<file path="src/hdl/eqs_pkg.sv">
// Package of constants for the equalizer status and override logic
package eqs_pkg;

   // Register byte offsets
   localparam logic [7:0] REG_CTRL_OFS    = 8'h00;
   localparam logic [7:0] REG_STATUS_OFS  = 8'h04;
   localparam logic [7:0] REG_RESTART_OFS = 8'h08;

   // Control register fields
   localparam int CTRL_HOLD_BIT    = 0;
   localparam int CTRL_RESTART_BIT = 1;
   localparam logic CTRL_HOLD_RST  = 1'b0;

   // Status register fields
   localparam int ST_STATE_LSB     = 0;
   localparam int ST_SETTLED_BIT   = 2;
   localparam int ST_COLOR_BIT     = 3;
   localparam int ST_INVERT_BIT    = 4;
   localparam int ST_COLOR_OVR_BIT = 5;
   localparam int ST_INV_OVR_BIT   = 6;
   localparam int ST_HOLD_BIT      = 7;
   localparam int ST_BYPASS_BIT    = 8;

   // AXI responses
   localparam logic [1:0] RESP_OKAY   = 2'b00;
   localparam logic [1:0] RESP_SLVERR = 2'b10;

   // Settle qualification time and clock rate
   localparam int CLK_MHZ         = 200;
   localparam int SETTLE_TIME_NS  = 1000;
   localparam int SETTLE_CYCLES   = (SETTLE_TIME_NS * CLK_MHZ + 999) / 1000;

   // Synchroniser lanes
   localparam int SYNC_HOLD      = 0;
   localparam int SYNC_COLOR     = 1;
   localparam int SYNC_COLOR_EXT = 2;
   localparam int SYNC_INV       = 3;
   localparam int SYNC_INV_EXT   = 4;
   localparam int SYNC_LANES     = 5;

   // Acquisition states
   typedef enum logic [1:0] {
      ST_IDLE    = 2'b00,
      ST_ACQUIRE = 2'b01,
      ST_SETTLED = 2'b10
   } eqs_state_e;

endpackage

</file>
<file path="src/hdl/eqs_tgl_if.sv">
// Interface between the polarity pin toggle detector and its user
`timescale 1ns/1ps
interface eqs_tgl_if;
   logic level;       // Synchronised polarity pin level
   logic ext;         // Pin is driven from outside
   logic standalone;  // Serial interface not in use
   logic restart;     // One-cycle reacquire request

   modport det (input level, input ext, input standalone, output restart);
   modport src (output level, output ext, output standalone, input restart);
endinterface

</file>
<file path="src/hdl/eqs_toggle_det.sv">
// Detector of high-low-high or low-high-low toggles on the polarity pin
`timescale 1ns/1ps
module eqs_toggle_det
   import eqs_pkg::*;
(
   input  wire logic clk_i,
   input  wire logic rst_n_i,
   eqs_tgl_if.det    tgl
);

   logic       last_level;
   logic [1:0] edges;
   logic       restart;
   logic       next_last_level;
   logic [1:0] next_edges;
   logic       next_restart;

   // Count level changes while driven from outside; two make a toggle
   always_comb begin
      next_last_level = tgl.level;
      next_edges      = edges;
      next_restart    = 1'b0;
      if (!tgl.ext || !tgl.standalone) begin
         next_edges = 2'b00;
      end else if (tgl.level != last_level) begin
         if (edges == 2'b01) begin
            next_restart = 1'b1; // RQ7
            next_edges   = 2'b00;
         end else begin
            next_edges = 2'b01;
         end
      end
   end

   // State registers
   always_ff @(posedge clk_i) begin
      if (!rst_n_i) begin
         last_level <= 1'b0;
         edges      <= 2'b00;
         restart    <= 1'b0;
      end else begin
         last_level <= next_last_level;
         edges      <= next_edges;
         restart    <= next_restart;
      end
   end

   assign tgl.restart = restart;
endmodule // eqs_toggle_det

</file>
<file path="src/hdl/eqs_status_pins.sv">
// Status indicators, pin overrides and acquisition control of the equalizer
// Operation
// RQ1: Chroma pin shows burst presence when free
// RQ2: Driven chroma pin forces mono or colour
// RQ3: Chroma pin weakly driven unless overridden
// RQ4: Polarity pin shows detected inversion when free
// RQ5: Driven polarity pin sets chain inversion
// RQ6: Polarity pin weakly driven unless overridden
// RQ7: Polarity toggle restarts acquisition, stand-alone
// RQ8: Settled indicator high only once equalized
// RQ9: Equalizing never depends on indicator values
// RQ10: Hold low updates, hold high freezes
// RQ11: Board may tie hold to settled
// RQ12: Board ties unused hold low
// RQ13: Board grounds unused serial pins
// RQ14: Bypass high disables equalization, never floating
// RQ15: Synchronise hold and override pins first
`timescale 1ns/1ps
module eqs_status_pins
   import eqs_pkg::*;
#(
   parameter int ADDR_W = 8
)(
   input  wire logic              REF_CLK_I,
   input  wire logic              RST_N_I,
   input  wire logic [ADDR_W-1:0] S_AXI_AWADDR_I,
   input  wire logic              S_AXI_AWVALID_I,
   output wire logic              S_AXI_AWREADY_O,
   input  wire logic [31:0]       S_AXI_WDATA_I,
   input  wire logic [3:0]        S_AXI_WSTRB_I,
   input  wire logic              S_AXI_WVALID_I,
   output wire logic              S_AXI_WREADY_O,
   output wire logic [1:0]        S_AXI_BRESP_O,
   output wire logic              S_AXI_BVALID_O,
   input  wire logic              S_AXI_BREADY_I,
   input  wire logic [ADDR_W-1:0] S_AXI_ARADDR_I,
   input  wire logic              S_AXI_ARVALID_I,
   output wire logic              S_AXI_ARREADY_O,
   output wire logic [31:0]       S_AXI_RDATA_O,
   output wire logic [1:0]        S_AXI_RRESP_O,
   output wire logic              S_AXI_RVALID_O,
   input  wire logic              S_AXI_RREADY_I,
   input  wire logic              SIGNAL_PRESENT_I,
   input  wire logic              EQ_CONVERGED_I,
   input  wire logic              BURST_DETECTED_I,
   input  wire logic              POLARITY_INVERTED_I,
   input  wire logic              COLOR_I,
   input  wire logic              COLOR_EXT_I,
   output wire logic              COLOR_O,
   output wire logic              COLOR_OE_N_O,
   input  wire logic              INVERT_I,
   input  wire logic              INVERT_EXT_I,
   output wire logic              INVERT_O,
   output wire logic              INVERT_OE_N_O,
   input  wire logic              HOLD_I,
   input  wire logic              EQUALIZER_BYPASS_I,
   input  wire logic              SERIAL_SELECT_I,
   output wire logic              EQ_SETTLED_O,
   output wire logic              EQ_UPDATE_O,
   output wire logic              EQ_BYPASS_O,
   output wire logic              COLOR_MODE_O,
   output wire logic              CHAIN_INVERT_O,
   output wire logic              REACQUIRE_O
);

   // Synchroniser stages and their raw inputs
   logic [SYNC_LANES-1:0] sync_raw;
   logic [SYNC_LANES-1:0] sync_1;
   logic [SYNC_LANES-1:0] sync_2;

   assign sync_raw[SYNC_HOLD]      = HOLD_I;
   assign sync_raw[SYNC_COLOR]     = COLOR_I;
   assign sync_raw[SYNC_COLOR_EXT] = COLOR_EXT_I;
   assign sync_raw[SYNC_INV]       = INVERT_I;
   assign sync_raw[SYNC_INV_EXT]   = INVERT_EXT_I;

   // Two flip-flop synchroniser per lane; only stage two is used
   generate
      for (genvar i = 0; i < SYNC_LANES; i++) begin : g_sync
         always_ff @(posedge REF_CLK_I) begin
            if (!RST_N_I) begin
               sync_1[i] <= 1'b0;
               sync_2[i] <= 1'b0;
            end else begin
               sync_1[i] <= sync_raw[i]; // RQ15
               sync_2[i] <= sync_1[i];
            end
         end
      end
   endgenerate

   // Register bus state
   logic              aw_have;
   logic [ADDR_W-1:0] aw_addr;
   logic              w_have;
   logic [31:0]       w_data;
   logic [3:0]        w_strb;
   logic              bvalid;
   logic [1:0]        bresp;
   logic              rvalid;
   logic [31:0]       rdata;
   logic [1:0]        rresp;
   logic              ctrl_hold;
   logic              sw_restart;
   logic              next_aw_have;
   logic [ADDR_W-1:0] next_aw_addr;
   logic              next_w_have;
   logic [31:0]       next_w_data;
   logic [3:0]        next_w_strb;
   logic              next_bvalid;
   logic [1:0]        next_bresp;
   logic              next_rvalid;
   logic [31:0]       next_rdata;
   logic [1:0]        next_rresp;
   logic              next_ctrl_hold;
   logic              next_sw_restart;

   // Block state
   eqs_state_e state;
   eqs_state_e next_state;
   logic [$clog2(SETTLE_CYCLES+1)-1:0] settle_cnt;
   logic [$clog2(SETTLE_CYCLES+1)-1:0] next_settle_cnt;
   logic        settled;
   logic        next_settled;
   logic        color_ind;
   logic        invert_ind;
   logic        color_mode;
   logic        chain_inv;
   logic        reacquire;
   logic [15:0] restart_count;
   logic        next_color_mode;
   logic        next_chain_inv;
   logic        next_reacquire;
   logic [15:0] next_restart_count;
   logic        hold_eff;
   logic        restart_req;
   logic [31:0] status_word;

   eqs_tgl_if tgl_bus ();

   // Toggle detector watches the synchronised polarity pin
   assign tgl_bus.level      = sync_2[SYNC_INV];
   assign tgl_bus.ext        = sync_2[SYNC_INV_EXT];
   assign tgl_bus.standalone = !SERIAL_SELECT_I; // RQ13

   eqs_toggle_det u_toggle (
      .clk_i   (REF_CLK_I),
      .rst_n_i (RST_N_I),
      .tgl     (tgl_bus)
   );

   // Hold from the pin, possibly tied to the settled output, or from software
   assign hold_eff    = sync_2[SYNC_HOLD] | ctrl_hold; // RQ11 RQ12
   assign restart_req = tgl_bus.restart | sw_restart;

   // Status word seen by software
   always_comb begin
      status_word = 32'h0000_0000;
      status_word[ST_STATE_LSB +: 2] = state;
      status_word[ST_SETTLED_BIT]    = settled;
      status_word[ST_COLOR_BIT]      = color_mode;
      status_word[ST_INVERT_BIT]     = chain_inv;
      status_word[ST_COLOR_OVR_BIT]  = sync_2[SYNC_COLOR_EXT];
      status_word[ST_INV_OVR_BIT]    = sync_2[SYNC_INV_EXT];
      status_word[ST_HOLD_BIT]       = hold_eff;
      status_word[ST_BYPASS_BIT]     = EQUALIZER_BYPASS_I;
   end

   // AXI4-Lite slave next values
   always_comb begin
      next_aw_have    = aw_have;
      next_aw_addr    = aw_addr;
      next_w_have     = w_have;
      next_w_data     = w_data;
      next_w_strb     = w_strb;
      next_bvalid     = bvalid;
      next_bresp      = bresp;
      next_rvalid     = rvalid;
      next_rdata      = rdata;
      next_rresp      = rresp;
      next_ctrl_hold  = ctrl_hold;
      next_sw_restart = 1'b0;
      if (S_AXI_AWVALID_I && S_AXI_AWREADY_O) begin
         next_aw_have = 1'b1;
         next_aw_addr = S_AXI_AWADDR_I;
      end
      if (S_AXI_WVALID_I && S_AXI_WREADY_O) begin
         next_w_have = 1'b1;
         next_w_data = S_AXI_WDATA_I;
         next_w_strb = S_AXI_WSTRB_I;
      end
      if (aw_have && w_have) begin
         next_aw_have = 1'b0;
         next_w_have  = 1'b0;
         next_bvalid  = 1'b1;
         next_bresp   = RESP_OKAY;
         if (aw_addr[7:2] == REG_CTRL_OFS[7:2] && aw_addr[1:0] == 2'b00) begin
            if (w_strb[0]) begin
               next_ctrl_hold  = w_data[CTRL_HOLD_BIT];
               next_sw_restart = w_data[CTRL_RESTART_BIT];
            end
         end else if (aw_addr == REG_STATUS_OFS || aw_addr == REG_RESTART_OFS) begin
            next_bresp = RESP_OKAY; // Read-only registers ignore writes
         end else begin
            next_bresp = RESP_SLVERR;
         end
      end else if (bvalid && S_AXI_BREADY_I) begin
         next_bvalid = 1'b0;
      end
      if (S_AXI_ARVALID_I && S_AXI_ARREADY_O) begin
         next_rvalid = 1'b1;
         next_rresp  = RESP_OKAY;
         if (S_AXI_ARADDR_I == REG_CTRL_OFS) begin
            next_rdata = {31'h0000_0000, ctrl_hold};
         end else if (S_AXI_ARADDR_I == REG_STATUS_OFS) begin
            next_rdata = status_word;
         end else if (S_AXI_ARADDR_I == REG_RESTART_OFS) begin
            next_rdata = {16'h0000, restart_count};
         end else begin
            next_rdata = 32'h0000_0000;
            next_rresp = RESP_SLVERR;
         end
      end else if (rvalid && S_AXI_RREADY_I) begin
         next_rvalid = 1'b0;
      end
   end

   // AXI4-Lite slave registers
   always_ff @(posedge REF_CLK_I) begin
      if (!RST_N_I) begin
         aw_have    <= 1'b0;
         aw_addr    <= '0;
         w_have     <= 1'b0;
         w_data     <= 32'h0000_0000;
         w_strb     <= 4'h0;
         bvalid     <= 1'b0;
         bresp      <= RESP_OKAY;
         rvalid     <= 1'b0;
         rdata      <= 32'h0000_0000;
         rresp      <= RESP_OKAY;
         ctrl_hold  <= CTRL_HOLD_RST;
         sw_restart <= 1'b0;
      end else begin
         aw_have    <= next_aw_have;
         aw_addr    <= next_aw_addr;
         w_have     <= next_w_have;
         w_data     <= next_w_data;
         w_strb     <= next_w_strb;
         bvalid     <= next_bvalid;
         bresp      <= next_bresp;
         rvalid     <= next_rvalid;
         rdata      <= next_rdata;
         rresp      <= next_rresp;
         ctrl_hold  <= next_ctrl_hold;
         sw_restart <= next_sw_restart;
      end
   end

   // Each address and data channel takes one beat until the response leaves
   assign S_AXI_AWREADY_O = !aw_have && !bvalid;
   assign S_AXI_WREADY_O  = !w_have && !bvalid;
   assign S_AXI_BVALID_O  = bvalid;
   assign S_AXI_BRESP_O   = bresp;
   assign S_AXI_ARREADY_O = !rvalid;
   assign S_AXI_RVALID_O  = rvalid;
   assign S_AXI_RDATA_O   = rdata;
   assign S_AXI_RRESP_O   = rresp;

   // Acquisition state machine; settles after a run of converged cycles
   always_comb begin
      next_state      = state;
      next_settle_cnt = settle_cnt;
      case (state)
         ST_IDLE: begin
            next_settle_cnt = '0;
            if (SIGNAL_PRESENT_I && !EQUALIZER_BYPASS_I) begin
               next_state = ST_ACQUIRE;
            end
         end
         ST_ACQUIRE: begin
            if (!SIGNAL_PRESENT_I || EQUALIZER_BYPASS_I) begin
               next_state = ST_IDLE; // RQ14
            end else if (restart_req) begin
               next_settle_cnt = '0; // RQ7
            end else if (EQ_CONVERGED_I) begin
               next_settle_cnt = settle_cnt + 1'b1;
               if (settle_cnt == SETTLE_CYCLES - 1) begin
                  next_state = ST_SETTLED; // RQ8
               end
            end else begin
               next_settle_cnt = '0;
            end
         end
         ST_SETTLED: begin
            next_settle_cnt = '0;
            if (!SIGNAL_PRESENT_I || EQUALIZER_BYPASS_I) begin
               next_state = ST_IDLE; // RQ8
            end else if (restart_req) begin
               next_state = ST_ACQUIRE; // RQ7
            end
         end
         default: begin
            next_state      = ST_IDLE;
            next_settle_cnt = '0;
         end
      endcase
      next_settled = (next_state == ST_SETTLED); // RQ8
   end

   // Mode selection: pin overrides win over detection
   always_comb begin
      next_color_mode    = sync_2[SYNC_COLOR_EXT] ? sync_2[SYNC_COLOR] : BURST_DETECTED_I; // RQ2
      next_chain_inv     = sync_2[SYNC_INV_EXT] ? sync_2[SYNC_INV] : POLARITY_INVERTED_I; // RQ5
      next_reacquire     = restart_req && (state != ST_IDLE);
      next_restart_count = restart_count;
      if (next_reacquire) begin
         next_restart_count = restart_count + 16'h0001;
      end
   end

   // Block state registers
   always_ff @(posedge REF_CLK_I) begin
      if (!RST_N_I) begin
         state         <= ST_IDLE;
         settle_cnt    <= '0;
         settled       <= 1'b0;
         color_ind     <= 1'b0;
         invert_ind    <= 1'b0;
         color_mode    <= 1'b0;
         chain_inv     <= 1'b0;
         reacquire     <= 1'b0;
         restart_count <= 16'h0000;
      end else begin
         state         <= next_state;
         settle_cnt    <= next_settle_cnt;
         settled       <= next_settled;
         color_ind     <= BURST_DETECTED_I;    // RQ1
         invert_ind    <= POLARITY_INVERTED_I; // RQ4
         color_mode    <= next_color_mode;
         chain_inv     <= next_chain_inv;
         reacquire     <= next_reacquire;
         restart_count <= next_restart_count;
      end
   end

   // Weak drivers release while a strong outside driver is seen
   assign COLOR_O       = color_ind;
   assign COLOR_OE_N_O  = sync_2[SYNC_COLOR_EXT]; // RQ3
   assign INVERT_O      = invert_ind;
   assign INVERT_OE_N_O = sync_2[SYNC_INV_EXT];   // RQ6

   // Adaptation enable ignores the indicators, so a wrong one cannot stop it
   assign EQ_UPDATE_O    = !hold_eff && !EQUALIZER_BYPASS_I; // RQ10 RQ9 RQ14
   assign EQ_BYPASS_O    = EQUALIZER_BYPASS_I;               // RQ14
   assign EQ_SETTLED_O   = settled;
   assign COLOR_MODE_O   = color_mode;
   assign CHAIN_INVERT_O = chain_inv;
   assign REACQUIRE_O    = reacquire;
endmodule // eqs_status_pins

</file>
<file path="config.mk">
export PLATFORM = sky130hd
export DESIGN_NAME = eqs_status_pins
export DESIGN_NICKNAME = d
export VERILOG_FILES = /design/src/hdl/eqs_pkg.sv /design/src/hdl/eqs_tgl_if.sv /design/src/hdl/eqs_toggle_det.sv /design/src/hdl/eqs_status_pins.sv
export SDC_FILE = /design/constraint.sdc
export NUM_CORES = 1
export LEC_CHECK = 0
export ABC_AREA = 1
export BUFFER_PORTS_ARGS = -buffer_cell sky130_fd_sc_hd__buf_2
export CAP_MARGIN = 20
export CORE_MARGIN = 3
export CORE_UTILIZATION = 47
export CTS_BUF_LIST = sky130_fd_sc_hd__clkbuf_8
export DETAILED_ROUTE_END_ITERATION = 8
export GPL_TIMING_DRIVEN = 0
export PLACE_DENSITY = 0.8
export SLEW_MARGIN = 20
export SYNTH_ARGS = -nofsm -noshare
export SYNTH_HDL_FRONTEND = slang
export SYNTH_SLANG_ARGS = --single-unit
</file>
<file path="constraint.sdc">
create_clock -name REF_CLK_I -period 1.2 [get_ports REF_CLK_I]
set_input_delay 0.24 -clock REF_CLK_I [delete_from_list [all_inputs] [get_ports REF_CLK_I]]
set_output_delay 0.24 -clock REF_CLK_I [all_outputs]
set_load 0.1 [all_outputs]
</file>
Word level (Yosys, flattened, before mapping)
Index checks and enable logic that the tools add are counted.
W data, S select, Z words.
- input port bits: 70
- logic and storage cells: 112
- flip-flop bits (word level): 99
- output and inout bits: 51
- multiplexer cells: 26
- reductions and logical operators: 36
- $add $sub $neg: 2
- bitwise gates (word level): 4
- eq/ne operators: 10
- operators by type and width (cell ; count):
    $mux W16 ; 3
    $mux W2 ; 12
    $add A16 B1 Y16 const B ; 1
    $eq A8 B3 Y1 const B ; 2
    $eq A8 B4 Y1 const B ; 2
    $mux W8 ; 2
    $logic_and A1 B1 Y1 ; 12
    $add A8 B1 Y8 const B ; 1
    $eq A8 B8 Y1 const B ; 1
    $logic_not A1 Y1 ; 8
    $logic_not A8 Y1 ; 1
    $mux W1 ; 8
    $logic_not A6 Y1 ; 1
    $pmux W2 S3 ; 1
    $reduce_bool A2 Y1 ; 3
    $eq A2 B1 Y1 const B ; 2
    $eq A2 B2 Y1 const B ; 2
    $logic_not A2 Y1 ; 2
    $reduce_and A4 Y1 ; 1
    $reduce_or A2 Y1 ; 2
    $logic_or A1 B1 Y1 ; 3
    $reduce_and A3 Y1 ; 1
    $reduce_or A3 Y1 ; 1
    $not A1 Y1 ; 2
    other kinds (3) ; 4

Longest topological paths before layout
- word-level depth: 7
- gate-level depth with buffers: 9
- mapped depth without buffers: 9

Hierarchy
A second synthesis with hierarchy kept.
- cells, all modules: 517
- area, all modules: 3658.5 sq um
- modules (own cells, without submodules) (module ; seq. area each (sq um) ; cells each ; area an instance (sq um) ; times used):
    eqs_status_pins ; 1541.5 ; 497 ; 3530.9 ; 1
    eqs_toggle_det ; 60.1 ; 20 ; 127.6 ; 1

Least setup slack after synthesis
OpenSTA, ideal clock, no wires.
- kind: register to register
- start: register bvalid, in the netlist S_AXI_BVALID_O
- end: register w_data[1]
- arrival: 2.697 ns
- period minus slack after synthesis: 2.821 ns
- required time: 1.076 ns
- setup time: 0.124 ns
- setup slack: -1.621 ns
- path buffers: 0
- cell stages (with the launch flop): 5
- cells stage by stage: dfxtp_1 -> nor2_1 -> nand2_1 -> o21ai_0 -> a21oi_1
- longest elaborated chain between the ends: 3
- ends and longest elaborated chain (element ; line ; RTL):
    start, declared ; eqs_status_pins.sv:98 ; logic bvalid;
    start signal, assigned ; eqs_status_pins.sv:249 ; bvalid <= next_bvalid;
    $logic_not A1 Y1 ; eqs_status_pins.sv:261 ; assign S_AXI_WREADY_O = !w_have && !bvalid;
    $logic_and A1 B1 Y1 ; eqs_status_pins.sv:261 ;
    named net S_AXI_WREADY_O ; eqs_status_pins.sv:32 ; output wire logic S_AXI_WREADY_O,
    $logic_and A1 B1 Y1 ; eqs_status_pins.sv:187 ; if (S_AXI_WVALID_I && S_AXI_WREADY_O) begin
    end signal, assigned ; eqs_status_pins.sv:247 ; w_data <= next_w_data;
    end, declared ; eqs_status_pins.sv:96 ; logic [31:0] w_data;
The timed path passes the listed nets, and every way through them passes these cells.
A chain may end at the register's enable or synchronous reset.

Worst setup path in the final report
- start: register sync_2[0]
- end: output port EQ_UPDATE_O
- longest elaborated chain between the ends: 3
- ends and longest elaborated chain (element ; line ; RTL):
    start, declared ; eqs_status_pins.sv:69 ; logic [SYNC_LANES-1:0] sync_2;
    start signal, assigned by index ; eqs_status_pins.sv:86 ; sync_2[i] <= sync_1[i];
    $or A1 B1 Y1 ; eqs_status_pins.sv:153 ; assign hold_eff = sync_2[SYNC_HOLD] | ctrl_hold;
    $logic_not A1 Y1 ; eqs_status_pins.sv:353 ; assign EQ_UPDATE_O = !hold_eff && !EQUALIZER_BYPASS_I;
    $logic_and A1 B1 Y1 ; eqs_status_pins.sv:353 ;
    end, declared ; eqs_status_pins.sv:59 ; output wire logic EQ_UPDATE_O,
Every way passes these cells.

==> flow_summary.json <==
{
  "outcome": "complete, but fails checks",
  "violations": "setup timing",
  "whs_path_depth": 3,
  "arrival_ns": 1.15,
  "r2r_slack_ns": -0.14,
  "core_area_um2": 7290,
  "antenna_found_initial": 0,
  "synth_most_common_cell": "nand2_1",
  "p_per_area_nw_per_um2": 1180,
  "cts_hold_buffers": 0,
  "clk_path_buf_depth": 2,
  "setup_tns_ns": -0.963,
  "synth_area_leaders": "dfxtp_1 45%, nand2_1 12%, nor2_1 7.0%, inv_1 6.2%, a21oi_1 5.6%",
  "cts_buffers": 9,
  "p_clk_frac": 0.351,
  "drt_first_pass_iters": 6,
  "ys_seq_area_frac": 0.450,
  "cts_max_level": 3,
  "cpLargestDelayFamily": "flip-flops",
  "cts.sinks": 80,
  "core.rowCount": 31,
  "pwr-share-seq": 0.460,
  "yosysWarnings": 0,
  "power_switching_mw": 1.86,
  "cts_tree": "yes",
  "via_count": 3484,
  "fin_crit_sh": 1.15,
  "worst_ep_required_time_ns": 0.96,
  "netlist_top_cells_count": "114 x nand2_1, 80 x dfxtp_1, 66 x nor2_1, 59 x inv_1, 40 x a21oi_1",
  "routed_via_density": 4.92,
  "final_hold_viol_count": 0,
  "wl_um": 9430,
  "ant_nets": 0,
  "max_stage_delay_ns": 0.35,
  "pin_count": 121,
  "grt_overflow": 0,
  "wl_per_cell_um": 13.3,
  "max_slew_margin": 0.605,
  "min_to": "sync_1[2]",
  "start_kind": "register",
  "r2r-start": "restart_count[0]",
  "synth_top_area_share": 0.450,
  "synth.distinct_cells": 36,
  "p_int_mw": 4.21,
  "drive_gt1_frac": 0.374,
  "avgSynthCellArea_um2": 7.19,
  "switching_share": 0.307,
  "grt_max_degree": 14,
  "final_util": 0.703,
  "fin_worst_skew_ns": 0.0113,
  "dieWidth_um": 93.0,
  "yosys.area.top_type": "dfxtp_1",
  "crit_type": "register to output pin",
  "dp_hpwl_um": 5960,
  "hold_slack_ns": 0.0581,
  "dieHeight_um": 93.0,
  "worst-path-buf-inv": 1,
  "slowest_stage": "dfxtp_2",
  "period_needed_ns": 1.39,
  "gp_congestion": 0.825,
  "initial_utilization": 0.488,
  "finalSetupViolCount": 13,
  "grt_pass1_vias": 3220,
  "synth-edff-count": 0,
  "hold_class": "primary input to register",
  "cellLeakagePower_nw": 2.28,
  "end_kind": "output pin",
  "worstMarginPinSlew_ns": 0.592,
  "irDropWorstVdd_v": 0.000697,
  "grt_pass1_wl_um": 14300,
  "area_growth_syn_to_layout_pct": 44.0,
  "cp_cell_sequence": "nor3_4, buf_12",
  "diodes": 0,
  "postPlaceCellArea_um2": 4170,
  "synthFlopType": "dfxtp_1",
  "maxSlewViolCount": 0,
  "cap_violations": 0,
  "track_usage": 0.207,
  "async_reset_ff_frac": 0,
  "netlist_instances": 495,
  "r2r_cells": 8,
  "port_buffers": 68,
  "drc": 0,
  "crit_path_max_fanout": 2,
  "fmax_ghz": 0.722,
  "drt_iter0_markers": 318,
  "r2r_end": "restart_count[12]",
  "final_cell_area_um2": 5120,
  "cts_root_buf": "clkbuf_8",
  "syn_area_um2": 3560,
  "nNetsFinal": 677,
  "synth_seq_cells": 80,
  "hp-start": "COLOR_EXT_I",
  "rsz0062_at_grt": "yes",
  "pwr-share-comb": 0.189,
  "clk_pin_slew_ns": 0.08,
  "dieArea_um2": 8650,
  "clk_latency_ns": 0.36,
  "fin_ws_ns": -0.186
}
[registers in the layout, indices dropped and copies added, names as in the netlist, 2 cells and up]
register and count:
S_AXI_RDATA_O 16, restart_count 16, settle_cnt 8, w_data 2, state 2, sync_2 2
aw_addr 8, sync_1 5
[what timing repair did]
| item | 4_1_cts | 5_1_grt |
|---|---|---|
| pin swaps | 9 | 13 |
| resized for setup | 122 | 82 |
| endpoints found under the setup margin | 45 | 64 |
| buffers inserted | 9 | 5 |
[placed cells by master (no fill, tap or decap), drive strengths merged]
cell	n
a21oi	42
a31oi	2
and2	1
buf	109
bufinv	2
clkbuf	13
clkinv	2
clkinvlp	3
conb	18
dfxtp	80
ha	2
inv	64
nand2	115
nand3	29
nand4	7
nor2	78
nor3	8
nor3b	1
o21a	2
o21ai	25
o21ba	1
o22ai	1
or2	1
xnor2	1
xor2	2
[how the worst max path moves through the flow]
| stage | endpoint | depth (start not counted) | slack [ns] | from |
|---|---|---|---|---|
| 2_1_floorplan | S_AXI_RVALID_O | 5 | -0.69 | S_AXI_RVALID_O |
| 3_3_place_gp | sync_2[0] | 5 | -0.13 | RST_N_I |
| 3_5_place_dp | restart_count[14] | 8 | -0.18 | restart_count[1] |
| 4_1_cts | EQ_UPDATE_O | 2 | -0.18 | sync_2[0] |
| 5_1_grt | EQ_UPDATE_O | 2 | -0.22 | sync_2[0] |
| 6_report | EQ_UPDATE_O | 2 | -0.19 | sync_2[0] |
[cell type report]
cell class | count | area (um^2)
fill | 547 | 2170
multi-input combinational | 336 | 1760
sequential | 80 | 1670
timing repair buffer | 82 | 871
inverter | 65 | 255
buffer | 31 | 230
clock buffer | 9 | 124
tap | 99 | 124
clock inverter | 6 | 85.1
[metal layers]
metal,global-route usage,share of wire
met5,0,0
met4,0.0965,0.027
met3,0.0523,0.070
met2,0.347,0.50
met1,0.247,0.40
[cell families after synthesis]
kind of cell | synth area share
fa+ha+maj | 0.00703
compound gates | 0.109
flops | 0.450
buf+inv | 0.128
other cells | 0.00105
simple gates | 0.298
xor+xnor | 0.00739
[stage by stage]
stage                     power [mW]  setup WS (ns)  instances
after global placement          3.83         -0.126        679
after detailed placement        3.85         -0.181        679
after global routing            6.29         -0.224        708
after floorplan                 3.68         -0.689        512
after CTS                       6.04         -0.179        703
final                           6.07         -0.186        708
[tightest hold or removal path, cell delays in order]
cell	delay [ns]
buf_2	0.07
nand2_1	0.04
inv_1	0.04
[power groups by stage]
stage / sequential (mW) / clock (mW) / combinational, mW
after floorplan: 2.99 / 0 / 0.682
after global placement: 2.84 / 0 / 0.992
after detailed placement: 2.84 / 0 / 1.01
after CTS: 2.78 / 2.15 / 1.10
after global routing: 2.80 / 2.27 / 1.22
final: 2.79 / 2.13 / 1.15
Power figures use the tool's default switching activity.
